$ cat src/inc/hsw_pkg.sv
package hsw_pkg;
    localparam logic [4:0] MCODE_TOP = 5'h01;
    localparam logic [4:0] ADDR_FIXED = 5'h13;
    localparam logic RW_WRITE = 1'b0;
    localparam logic [3:0] BITS_PER_BYTE = 4'h8;
    localparam int CTRL_LOAD_HI = 5;
    localparam int CTRL_LOAD_LO = 4;
    localparam int CTRL_CHAN_HI = 2;
    localparam int CTRL_CHAN_LO = 1;
    localparam int CTRL_PDSEL = 0;
    localparam int SAMPLE_W = 10;
    localparam int WORD_W = 14;
    localparam int FIFO_DEPTH = 8;

    typedef enum logic [3:0] {
        PH_IDLE,
        PH_MCODE,
        PH_ADDR,
        PH_CTRL,
        PH_HIGH,
        PH_LOW,
        PH_PD1,
        PH_PD2,
        PH_IGNORE
    } hsw_phase_e;
endpackage

$ cat src/rtl/hsw_write_path.sv
// Word buffer between the bus receiver and the user side
module hsw_fifo #(
    parameter int WIDTH = 14,
    parameter int DEPTH = 8
) (
    input wire logic clk_sys,
    input wire logic sys_rst,
    input wire logic clk_en,
    input wire logic in_valid,
    output logic in_ready,
    input wire logic [WIDTH-1:0] in_data,
    output logic out_valid,
    input wire logic out_ready,
    output logic [WIDTH-1:0] out_data
);
    localparam int PW = $clog2(DEPTH);
    localparam int CW = $clog2(DEPTH + 1);
    localparam logic [CW-1:0] FULL_CNT = CW'(DEPTH);

    logic [WIDTH-1:0] mem_r [DEPTH];
    logic [PW-1:0] wr_ptr_r;
    logic [PW-1:0] rd_ptr_r;
    logic [CW-1:0] count_r;
    logic push;
    logic pop;

    // Honest flags from the fill count
    assign in_ready = (count_r != FULL_CNT);
    assign out_valid = (count_r != '0);
    assign out_data = mem_r[rd_ptr_r];
    assign push = clk_en && in_valid && in_ready;
    assign pop = clk_en && out_valid && out_ready;

    // Storage write, depth assumed a power of two for pointer wrap
    always_ff @(posedge clk_sys)
    begin
        if (push)
            mem_r[wr_ptr_r] <= in_data;
    end

    // Pointers and fill count
    always_ff @(posedge clk_sys or posedge sys_rst)
    begin
        if (sys_rst)
        begin
            wr_ptr_r <= '0;
            rd_ptr_r <= '0;
            count_r <= '0;
        end
        else
        begin
            if (push)
                wr_ptr_r <= wr_ptr_r + 1'b1;
            if (pop)
                rd_ptr_r <= rd_ptr_r + 1'b1;
            if (push && !pop)
                count_r <= count_r + 1'b1;
            else if (pop && !push)
                count_r <= count_r - 1'b1;
        end
    end
endmodule

// Fast-mode write receiver of the two-wire slave
module hsw_write_path (
    input wire logic clk_sys,
    input wire logic sys_rst,
    input wire logic clk_en,
    input wire logic scl_in,
    input wire logic sda_in,
    output logic sda_out,
    output logic sda_oe_n,
    input wire logic addr_pin_hi,
    input wire logic addr_pin_lo,
    output logic hs_mode,
    output logic [1:0] load_mode,
    output logic [1:0] chan_sel,
    output logic power_down_select,
    output logic pwrdn_mode_bit_a,
    output logic pwrdn_mode_bit_b,
    output logic pwrdn_update,
    output logic word_valid,
    input wire logic word_ready,
    output logic [hsw_pkg::WORD_W-1:0] word_data
);
    logic [1:0] scl_sync_r;
    logic [1:0] sda_sync_r;
    logic [1:0] ahi_sync_r;
    logic [1:0] alo_sync_r;
    logic scl_d_r;
    logic sda_d_r;
    logic scl_rise;
    logic scl_fall;
    logic start_evt;
    logic stop_evt;
    logic byte_evt;
    logic [7:0] shift_r;
    logic [3:0] cnt_r;
    logic ack_slot_r;
    logic ack_nxt;
    logic hs_mode_r;
    hsw_pkg::hsw_phase_e phase_r;
    hsw_pkg::hsw_phase_e phase_nxt;
    logic [7:0] hi_byte_r;
    logic [7:0] pd_first_r;
    logic [7:0] my_addr;
    logic push;
    logic fifo_in_ready;
    logic [hsw_pkg::WORD_W-1:0] push_data;

    // Two-stage synchronisers, then a delay stage for edges
    always_ff @(posedge clk_sys or posedge sys_rst)
    begin
        if (sys_rst)
        begin
            scl_sync_r <= 2'h3;
            sda_sync_r <= 2'h3;
            ahi_sync_r <= 2'h0;
            alo_sync_r <= 2'h0;
            scl_d_r <= 1'b1;
            sda_d_r <= 1'b1;
        end
        else if (clk_en)
        begin
            scl_sync_r <= {scl_sync_r[0], scl_in};
            sda_sync_r <= {sda_sync_r[0], sda_in};
            ahi_sync_r <= {ahi_sync_r[0], addr_pin_hi};
            alo_sync_r <= {alo_sync_r[0], addr_pin_lo};
            scl_d_r <= scl_sync_r[1];
            sda_d_r <= sda_sync_r[1];
        end
    end

    // Bus events on the sampled lines
    assign scl_rise = clk_en && scl_sync_r[1] && !scl_d_r;
    assign scl_fall = clk_en && !scl_sync_r[1] && scl_d_r;
    assign start_evt = clk_en && scl_sync_r[1] && scl_d_r && !sda_sync_r[1] && sda_d_r;
    assign stop_evt = clk_en && scl_sync_r[1] && scl_d_r && sda_sync_r[1] && !sda_d_r;
    assign byte_evt = scl_fall && !ack_slot_r && (cnt_r == hsw_pkg::BITS_PER_BYTE);
    assign my_addr = {hsw_pkg::ADDR_FIXED, ahi_sync_r[1], alo_sync_r[1], hsw_pkg::RW_WRITE};

    // Word: load mode, channel, ten sample bits
    assign push_data = {load_mode, chan_sel, hi_byte_r, shift_r[7:6]};
    assign push = byte_evt && (phase_r == hsw_pkg::PH_LOW) && fifo_in_ready;

    // Byte decision: acknowledge and next phase
    always_comb
    begin
        ack_nxt = 1'b0;
        phase_nxt = phase_r;
        unique case (phase_r)
            hsw_pkg::PH_IDLE, hsw_pkg::PH_IGNORE:
                phase_nxt = phase_r;
            hsw_pkg::PH_MCODE:
                phase_nxt = hsw_pkg::PH_IGNORE;
            hsw_pkg::PH_ADDR:
            begin
                ack_nxt = (shift_r == my_addr);
                phase_nxt = ack_nxt ? hsw_pkg::PH_CTRL : hsw_pkg::PH_IGNORE;
            end
            hsw_pkg::PH_CTRL:
            begin
                ack_nxt = 1'b1;
                phase_nxt = shift_r[hsw_pkg::CTRL_PDSEL] ? hsw_pkg::PH_PD1 : hsw_pkg::PH_HIGH;
            end
            hsw_pkg::PH_HIGH:
            begin
                ack_nxt = 1'b1;
                phase_nxt = hsw_pkg::PH_LOW;
            end
            hsw_pkg::PH_LOW:
            begin
                ack_nxt = fifo_in_ready;
                phase_nxt = fifo_in_ready ? hsw_pkg::PH_HIGH : hsw_pkg::PH_IGNORE;
            end
            hsw_pkg::PH_PD1:
            begin
                ack_nxt = 1'b1;
                phase_nxt = hsw_pkg::PH_PD2;
            end
            hsw_pkg::PH_PD2:
            begin
                ack_nxt = 1'b1;
                phase_nxt = hsw_pkg::PH_IGNORE;
            end
            default:
                phase_nxt = hsw_pkg::PH_IGNORE;
        endcase
    end

    // Bit shifter and acknowledge slot
    always_ff @(posedge clk_sys or posedge sys_rst)
    begin
        if (sys_rst)
        begin
            shift_r <= 8'h00;
            cnt_r <= 4'h0;
            ack_slot_r <= 1'b0;
            sda_oe_n <= 1'b1;
        end
        else if (start_evt || stop_evt)
        begin
            cnt_r <= 4'h0;
            ack_slot_r <= 1'b0;
            sda_oe_n <= 1'b1;
        end
        else if (byte_evt)
        begin
            ack_slot_r <= 1'b1;
            sda_oe_n <= !ack_nxt;
        end
        else if (scl_fall && ack_slot_r)
        begin
            ack_slot_r <= 1'b0;
            cnt_r <= 4'h0;
            sda_oe_n <= 1'b1;
        end
        else if (scl_rise && !ack_slot_r && cnt_r != hsw_pkg::BITS_PER_BYTE)
        begin
            shift_r <= {shift_r[6:0], sda_sync_r[1]};
            cnt_r <= cnt_r + 4'h1;
        end
    end

    // Transfer phase and fast-mode flag
    always_ff @(posedge clk_sys or posedge sys_rst)
    begin
        if (sys_rst)
        begin
            phase_r <= hsw_pkg::PH_IDLE;
            hs_mode_r <= 1'b0;
        end
        else if (stop_evt)
        begin
            phase_r <= hsw_pkg::PH_IDLE;
            hs_mode_r <= 1'b0;
        end
        else if (start_evt)
            phase_r <= hs_mode_r ? hsw_pkg::PH_ADDR : hsw_pkg::PH_MCODE;
        else if (byte_evt)
        begin
            phase_r <= phase_nxt;
            if (phase_r == hsw_pkg::PH_MCODE && shift_r[7:3] == hsw_pkg::MCODE_TOP)
                hs_mode_r <= 1'b1;
        end
    end

    // Control byte fields and held bytes
    always_ff @(posedge clk_sys or posedge sys_rst)
    begin
        if (sys_rst)
        begin
            load_mode <= 2'h0;
            chan_sel <= 2'h0;
            power_down_select <= 1'b0;
            hi_byte_r <= 8'h00;
            pd_first_r <= 8'h00;
            pwrdn_mode_bit_a <= 1'b0;
            pwrdn_mode_bit_b <= 1'b0;
            pwrdn_update <= 1'b0;
        end
        else if (clk_en)
        begin
            pwrdn_update <= 1'b0;
            if (byte_evt && phase_r == hsw_pkg::PH_CTRL)
            begin
                load_mode <= shift_r[hsw_pkg::CTRL_LOAD_HI:hsw_pkg::CTRL_LOAD_LO];
                chan_sel <= shift_r[hsw_pkg::CTRL_CHAN_HI:hsw_pkg::CTRL_CHAN_LO];
                power_down_select <= shift_r[hsw_pkg::CTRL_PDSEL];
            end
            if (byte_evt && phase_r == hsw_pkg::PH_HIGH)
                hi_byte_r <= shift_r;
            if (byte_evt && phase_r == hsw_pkg::PH_PD1)
                pd_first_r <= shift_r;
            if (byte_evt && phase_r == hsw_pkg::PH_PD2)
            begin
                pwrdn_mode_bit_a <= pd_first_r[7];
                pwrdn_mode_bit_b <= pd_first_r[6];
                pwrdn_update <= 1'b1;
            end
        end
    end

    assign sda_out = 1'b0;
    assign hs_mode = hs_mode_r;

    hsw_fifo #(
        .WIDTH(hsw_pkg::WORD_W),
        .DEPTH(hsw_pkg::FIFO_DEPTH)
    ) u_fifo (
        .clk_sys(clk_sys),
        .sys_rst(sys_rst),
        .clk_en(clk_en),
        .in_valid(push),
        .in_ready(fifo_in_ready),
        .in_data(push_data),
        .out_valid(word_valid),
        .out_ready(word_ready),
        .out_data(word_data)
    );
endmodule

$ cat config.mk
export PLATFORM = sky130hd
export DESIGN_NAME = hsw_write_path
export DESIGN_NICKNAME = d
export VERILOG_FILES = /design/src/inc/hsw_pkg.sv /design/src/rtl/hsw_write_path.sv
export SDC_FILE = /design/constraint.sdc
export NUM_CORES = 1
export LEC_CHECK = 0
export BUFFER_PORTS_ARGS = -buffer_cell sky130_fd_sc_hd__buf_2
export CAP_MARGIN = 0
export CELL_PAD_IN_SITES_DETAIL_PLACEMENT = 0
export CELL_PAD_IN_SITES_GLOBAL_PLACEMENT = 1
export CORE_UTILIZATION = 40
export CTS_CLUSTER_DIAMETER = 50
export DETAILED_ROUTE_END_ITERATION = 16
export GPL_ROUTABILITY_DRIVEN = 0
export GPL_TIMING_DRIVEN = 0
export HOLD_SLACK_MARGIN = 0.06
export PLACE_DENSITY_LB_ADDON = 0.3
export REMOVE_ABC_BUFFERS = 1
export SYNTH_ARGS = -nofsm -noshare
export SYNTH_HDL_FRONTEND = slang
export SYNTH_SLANG_ARGS = --single-unit
$ cat constraint.sdc
create_clock -name clk_sys -period 9.55 [get_ports clk_sys]
set_clock_uncertainty 0.05 [all_clocks]
set_input_delay 0.4775 -clock clk_sys [delete_from_list [all_inputs] [get_ports clk_sys]]
set_output_delay 0.4775 -clock clk_sys [all_outputs]
set_load 0.02 [all_outputs]
### After elaboration in Yosys (flattened, before gate mapping)

Memory sizes are Yosys's and may differ from the RTL's.
Cells that the tools add are included.

* register bits after elaboration: 63
* RAM bits: 112
* output and inout port bits: 26
* logic and storage cells: 130
* memories: 1

* add/subtract/negate cells: 5
* eq/ne operators: 16
* multiplexer cells: 28
* bitwise gates (word level): 3
* reduce and logical (&&, ||, !) cells: 54

Memories
* u_fifo.mem_r: depth 8, width 14, read ports 1, clocked after Yosys merged registers in 0, write ports 1, line hsw_write_path.sv:20 `logic [WIDTH-1:0] mem_r [DEPTH];`

Operators with widths (number)
* $mux W4: 11
* $logic_and A1 B1 Y1: 27
* $pmux W4 S6: 1
* $eq A4 B3 Y1 const B: 4
* $mux W1: 13
* $reduce_and A2 Y1: 6
* $reduce_bool A3 Y1: 3
* $add A4 B1 Y4 const B: 2
* $eq A4 B2 Y1 const B: 2
* $eq A4 B4 Y1 const B: 2
* $eq A8 B8 Y1: 1
* $logic_not A1 Y1: 8
* $ne A4 B4 Y1 const B: 2
* $add A3 B1 Y3 const B: 2
* $reduce_bool A2 Y1: 3
* $eq A5 B1 Y1 const B: 1
* $eq A4 B1 Y1 const B: 1
* $logic_not A4 Y1: 1
* $mux W2: 2
* $ne A2 B1 Y1 const B: 2
* $reduce_and A4 Y1: 1
* $reduce_bool A4 Y1: 1
* $reduce_or A4 Y1: 1
* $sub A4 B1 Y4 const B: 1
* other kinds (6): 8

### Depth between registers and ports, before layout

* word-level depth: 13
* depth in mapped cells: 13
* mapped depth without buffers: 13

### By module

From an unflattened synthesis, not the netlist that was laid out.

* cells, all modules: 398
* area, all modules: 7016.7 um^2

Modules (own cells, without submodules)
* hsw_fifo: instances 1, cells each 223, area an instance 4850.9 um^2, seq. area each 3613.5 um^2
* hsw_write_path: instances 1, cells each 175, area an instance 2165.8 um^2, seq. area each 1184.9 um^2

### Worst setup path after synthesis

Ideal clock, no wire load.

* path type: reg2reg
* start: reg cnt_r[0]
* end: mem u_fifo.mem_r[0][0] (enable)
* setup time: 421 ps
* arrival: 2704 ps
* required time: 9079 ps
* slack: 6374 ps
* stages on the path, launching flop included: 7
* buffers on the path: 0
* clock period less this slack: 3176 ps
* cells stage by stage: dfrtp_1 inv_1 ha_1 nand3b_4 nor4_1 nand3_1 nor4_1

* longest elaborated chain between the ends: 8

RTL lines
* start, declared: line hsw_write_path.sv:98 `logic [3:0] cnt_r;`
* start signal, assigned: line hsw_write_path.sv:221 `cnt_r <= cnt_r + 4'h1;`
* $eq A4 B4 Y1: line hsw_write_path.sv:139 `assign byte_evt = scl_fall && !ack_slot_r && (cnt_r == hsw_pkg::BITS_PER_BYTE);`
* $logic_and A1 B1 Y1: line hsw_write_path.sv:139
* $logic_and A1 B1 Y1 (2 in a row): line hsw_write_path.sv:144 `assign push = byte_evt && (phase_r == hsw_pkg::PH_LOW) && fifo_in_ready;`
* $logic_and A1 B1 Y1 (2 in a row): line hsw_write_path.sv:31 `assign push = clk_en && in_valid && in_ready;`
* $mux W1: line hsw_write_path.sv:37 `if (push)`
* $mux W1 (implied by the code): line hsw_write_path.sv:38 `mem_r[wr_ptr_r] <= in_data;`
* end, declared: line hsw_write_path.sv:20

Every way passes these cells.

### Worst setup path after layout

* start: reg cnt_r[0]
* end: reg u_fifo.count_r[3]

* longest elaborated chain between the ends: 9

RTL lines
* $eq A4 B4 Y1 (*): line hsw_write_path.sv:139
* $logic_and A1 B1 Y1 (*): line hsw_write_path.sv:139
* $logic_and A1 B1 Y1 (*) (2 in a row): line hsw_write_path.sv:144
* $logic_and A1 B1 Y1 (*) (2 in a row): line hsw_write_path.sv:31
* net u_fifo.push: line hsw_write_path.sv:24 `logic push;`
* $logic_not A1 Y1: line hsw_write_path.sv:58 `else if (pop && !push)`
* $logic_and A1 B1 Y1: line hsw_write_path.sv:58
* $reduce_bool A2 Y1 (no source line)
* end signal, assigned: line hsw_write_path.sv:57 `count_r <= count_r + 1'b1;`
* end signal, assigned: line hsw_write_path.sv:59 `count_r <= count_r - 1'b1;`
* end, declared: line hsw_write_path.sv:23 `logic [CW-1:0] count_r;`

The timed path passes the listed nets; every way through them passes the cells marked *.
A chain may end at the register's enable or synchronous reset.

==> run summary <==
layout cells sized above 1 - 39.34%
drt drc - 0
fmax - 268.9 MHz
worst skew pair latency - 420 ps
average wire per standard cell - 19.05 um
placement-stage cell area - 7551 um^2
Buffers on Ports - 32
die area - 17,900 um^2
fin crit share - 38.94%
H-tree depth - 4
setup TNS - 0 ps
final wirelength - 12,860 um
Avg Cell Area, Syn - 17.73 um^2
die width - 133.8 um
ANT cells - 0
sequential element share of the synthesized area - 69.05%
io pins - 34
clk buf depth - 2
worst endpoint data arrival time - 4010 ps
critical path class - register to register
Synth Warn # - 0
core area - 16,760 um^2
post-place setup slack - 5729 ps
TritonRoute pass-1 iters - 4
Global Route Usage Sum - 15.94%
DR vias - 3,520
std cell rows - 47
CTS Buf Count - 17
Detail Route Antenna Nets - 0
Synth cell types - 48
Placed Cells - 642
Final #Nets - 458
Final HPWL DP - 8573 um
Pwr Density - 249.0 nW/um^2
CTS tree - built
post-synthesis simple-gate area fraction - 5.744%
Critical Path RT - 9850 ps
Top FF cell, synth - edfxtp_1
initial antenna violation count - 0
Worst setup EP type - register
clock root buffer master - clkbuf_16
First DRT Iteration DRCs - 269
vias per inst - 5.215
post-synthesis cell count - 392
synth-to-layout area growth - 18.33%
Post-synth ARST share - 33.73%
fin cells - 675
mux contribution to synthesized area - 18.08%
Final setup viols - 0
die height - 133.8 um
Pleak - 0.003132 uW
final setup margin - 5831 ps
vias in the first global route - 3,819
Post-Route Utilization - 49.06%
final max-slew violation count - 0
Overflow after GRT - 0
synthesized cell area - 6949 um^2
min Tclk post-route - 3719 ps
post-route cell area - 8223 um^2
RSZ-0062 raised after global routing - false
# resized after CTS - 0
slew margin rel. - 37.07%
Peak VDD IR - 0.1251 mV
status - finished clean
Final Hold Viols - 0
Startpoint Class - register
Synth Area in XOR/XNOR - 1.512%
CTS Sinks - 169
hold crit path type - primary input to register
Post-synth EDFFs - 112
post-synthesis adder-cell area fraction - 1.548%
compound-cell area share of the yosys netlist - 2.467%
largest net degree at the start of global routing - 44
Least-Margin Pin Slew - 936.2 ps
max-cap violations - 0
main combinational cell family by area after synthesis - multiplexers
Initial Util - 41.46%
Seq cells post-synth - 169
Worst-path clk slew - 60 ps
crit path max fanout - 11
first-pass GRT wire length - 20,930 um
-- worst paths after layout --
path	start	end	slack (ps)	cells after the start
max in group asynchronous	sys_rst	u_fifo.rd_ptr_r[0]	8390	4
worst max-delay path	cnt_r[0]	u_fifo.count_r[3]	5830	13
worst min-delay path	addr_pin_hi	ahi_sync_r[0]	230	2
worst min register to register	u_fifo.count_r[3]	u_fifo.count_r[3]	440	1
min in group asynchronous	sys_rst	ahi_sync_r[0]	510	3
worst max register to register	cnt_r[0]	u_fifo.count_r[3]	5830	13
-- cell type report --
class	count	area, um^2
Tap cell	220	275.3
Timing Repair Buffer	46	365.4
Clock buffer	17	425.4
Fill cell	1423	8537
Inverter	10	37.54
Clock inverter	15	236.5
Multi-Input combinational cell	198	2083
Sequential cell	169	4800
-- kinds of logic (layout without fill, tap and decap cells) --
kind of cell | after synthesis | count (layout)
compound gates | 27 | 27
buf+inv | 25 | 88
fa+ha+maj | 8 | 8
simple gates | 69 | 69
mux | 81 | 81
xor+xnor | 12 | 12
other cells | 1 | 1
flops | 169 | 169
-- through the flow --
step | power, uW | hold slack [ps]
after floorplan | 1178 | 401.6
after global placement | 1277 | 433.6
after detailed placement | 1313 | 415.3
after CTS | 2074 | 218.2
after global routing | 2141 | 212.1
final | 2047 | 233.2
-- worst max-delay path, stage by stage, from the launching register on --
cell and delay, ps:
dfrtp_1 430, inv_1 80, ha_1 190, nand3b_4 120, nor4_2 790, nand3_1 530
inv_1 150, ha_1 180, inv_1 100, ha_1 300, a21o_1 170, a21oi_1 170
mux2i_1 230, xnor2_1 130
-- cells in the final DEF, fill, tap and decap left out, drive strengths merged, types with 7 or more instances in the layout --
cell type / netlist / layout
xnor2: 9 / 9
buf: 5 / 45
nand2: 11 / 11
a21oi: 9 / 9
ha: 7 / 7
dfrtp: 50 / 50
edfxtp: 112 / 112
inv: 10 / 16
nor3: 7 / 7
o21ai: 8 / 8
nor2: 14 / 14
mux4: 28 / 28
clkbuf: 10 / 17
dfstp: 7 / 7
mux2: 52 / 52
-- registers in the layout (all words and copies together), names as in the netlist, 3 cells and up --
signal	flops
cnt_r	4
hi_byte_r	8
phase_r	4
shift_r	8
u_fifo.count_r	4
u_fifo.mem_r	112
u_fifo.rd_ptr_r	3
u_fifo.wr_ptr_r	3
-- synth_stat cells, types with 8 or more instances --
cell | n | share of area (%)
a21oi_1 | 9 | 0.65
mux2_2 | 44 | 7.1
xnor2_1 | 9 | 1.1
edfxtp_1 | 112 | 48
dfrtp_1 | 50 | 18
o21ai_0 | 8 | 0.58
nor2_1 | 14 | 0.76
inv_1 | 10 | 0.54
nand2_1 | 11 | 0.59
mux4_2 | 28 | 9.1
clkbuf_1 | 10 | 0.54
mux2_4 | 8 | 1.7
-- report_power, final --
| part | internal (uW) | switching (uW) | leakage [uW] | total, uW |
|---|---|---|---|---|
| Sequential | 830 | 92.9 | 0.00182 | 923 |
| Combinational | 195 | 169 | 0.000994 | 365 |
| Clock | 471 | 289 | 0.000320 | 760 |
| Total | 1500 | 551 | 0.00313 | 2050 |
-- per-layer routing --
metal / global-route usage, % / part of all wire [%] / vias up
met5: 0 / 0 / -
met3: 4.573 / 3.8 / 15
met1: 19.00 / 43 / 1792
met4: 4.924 / 1.4 / 0
met2: 27.84 / 52 / 78
li1: - / - / 1635
-- repair_timing --
action / in CTS / in global routing
buffers inserted: 0 / 0
endpoints found under the hold margin: 7 / 0
hold buffers: 1 / 0
Power figures use the tool's default switching activity.
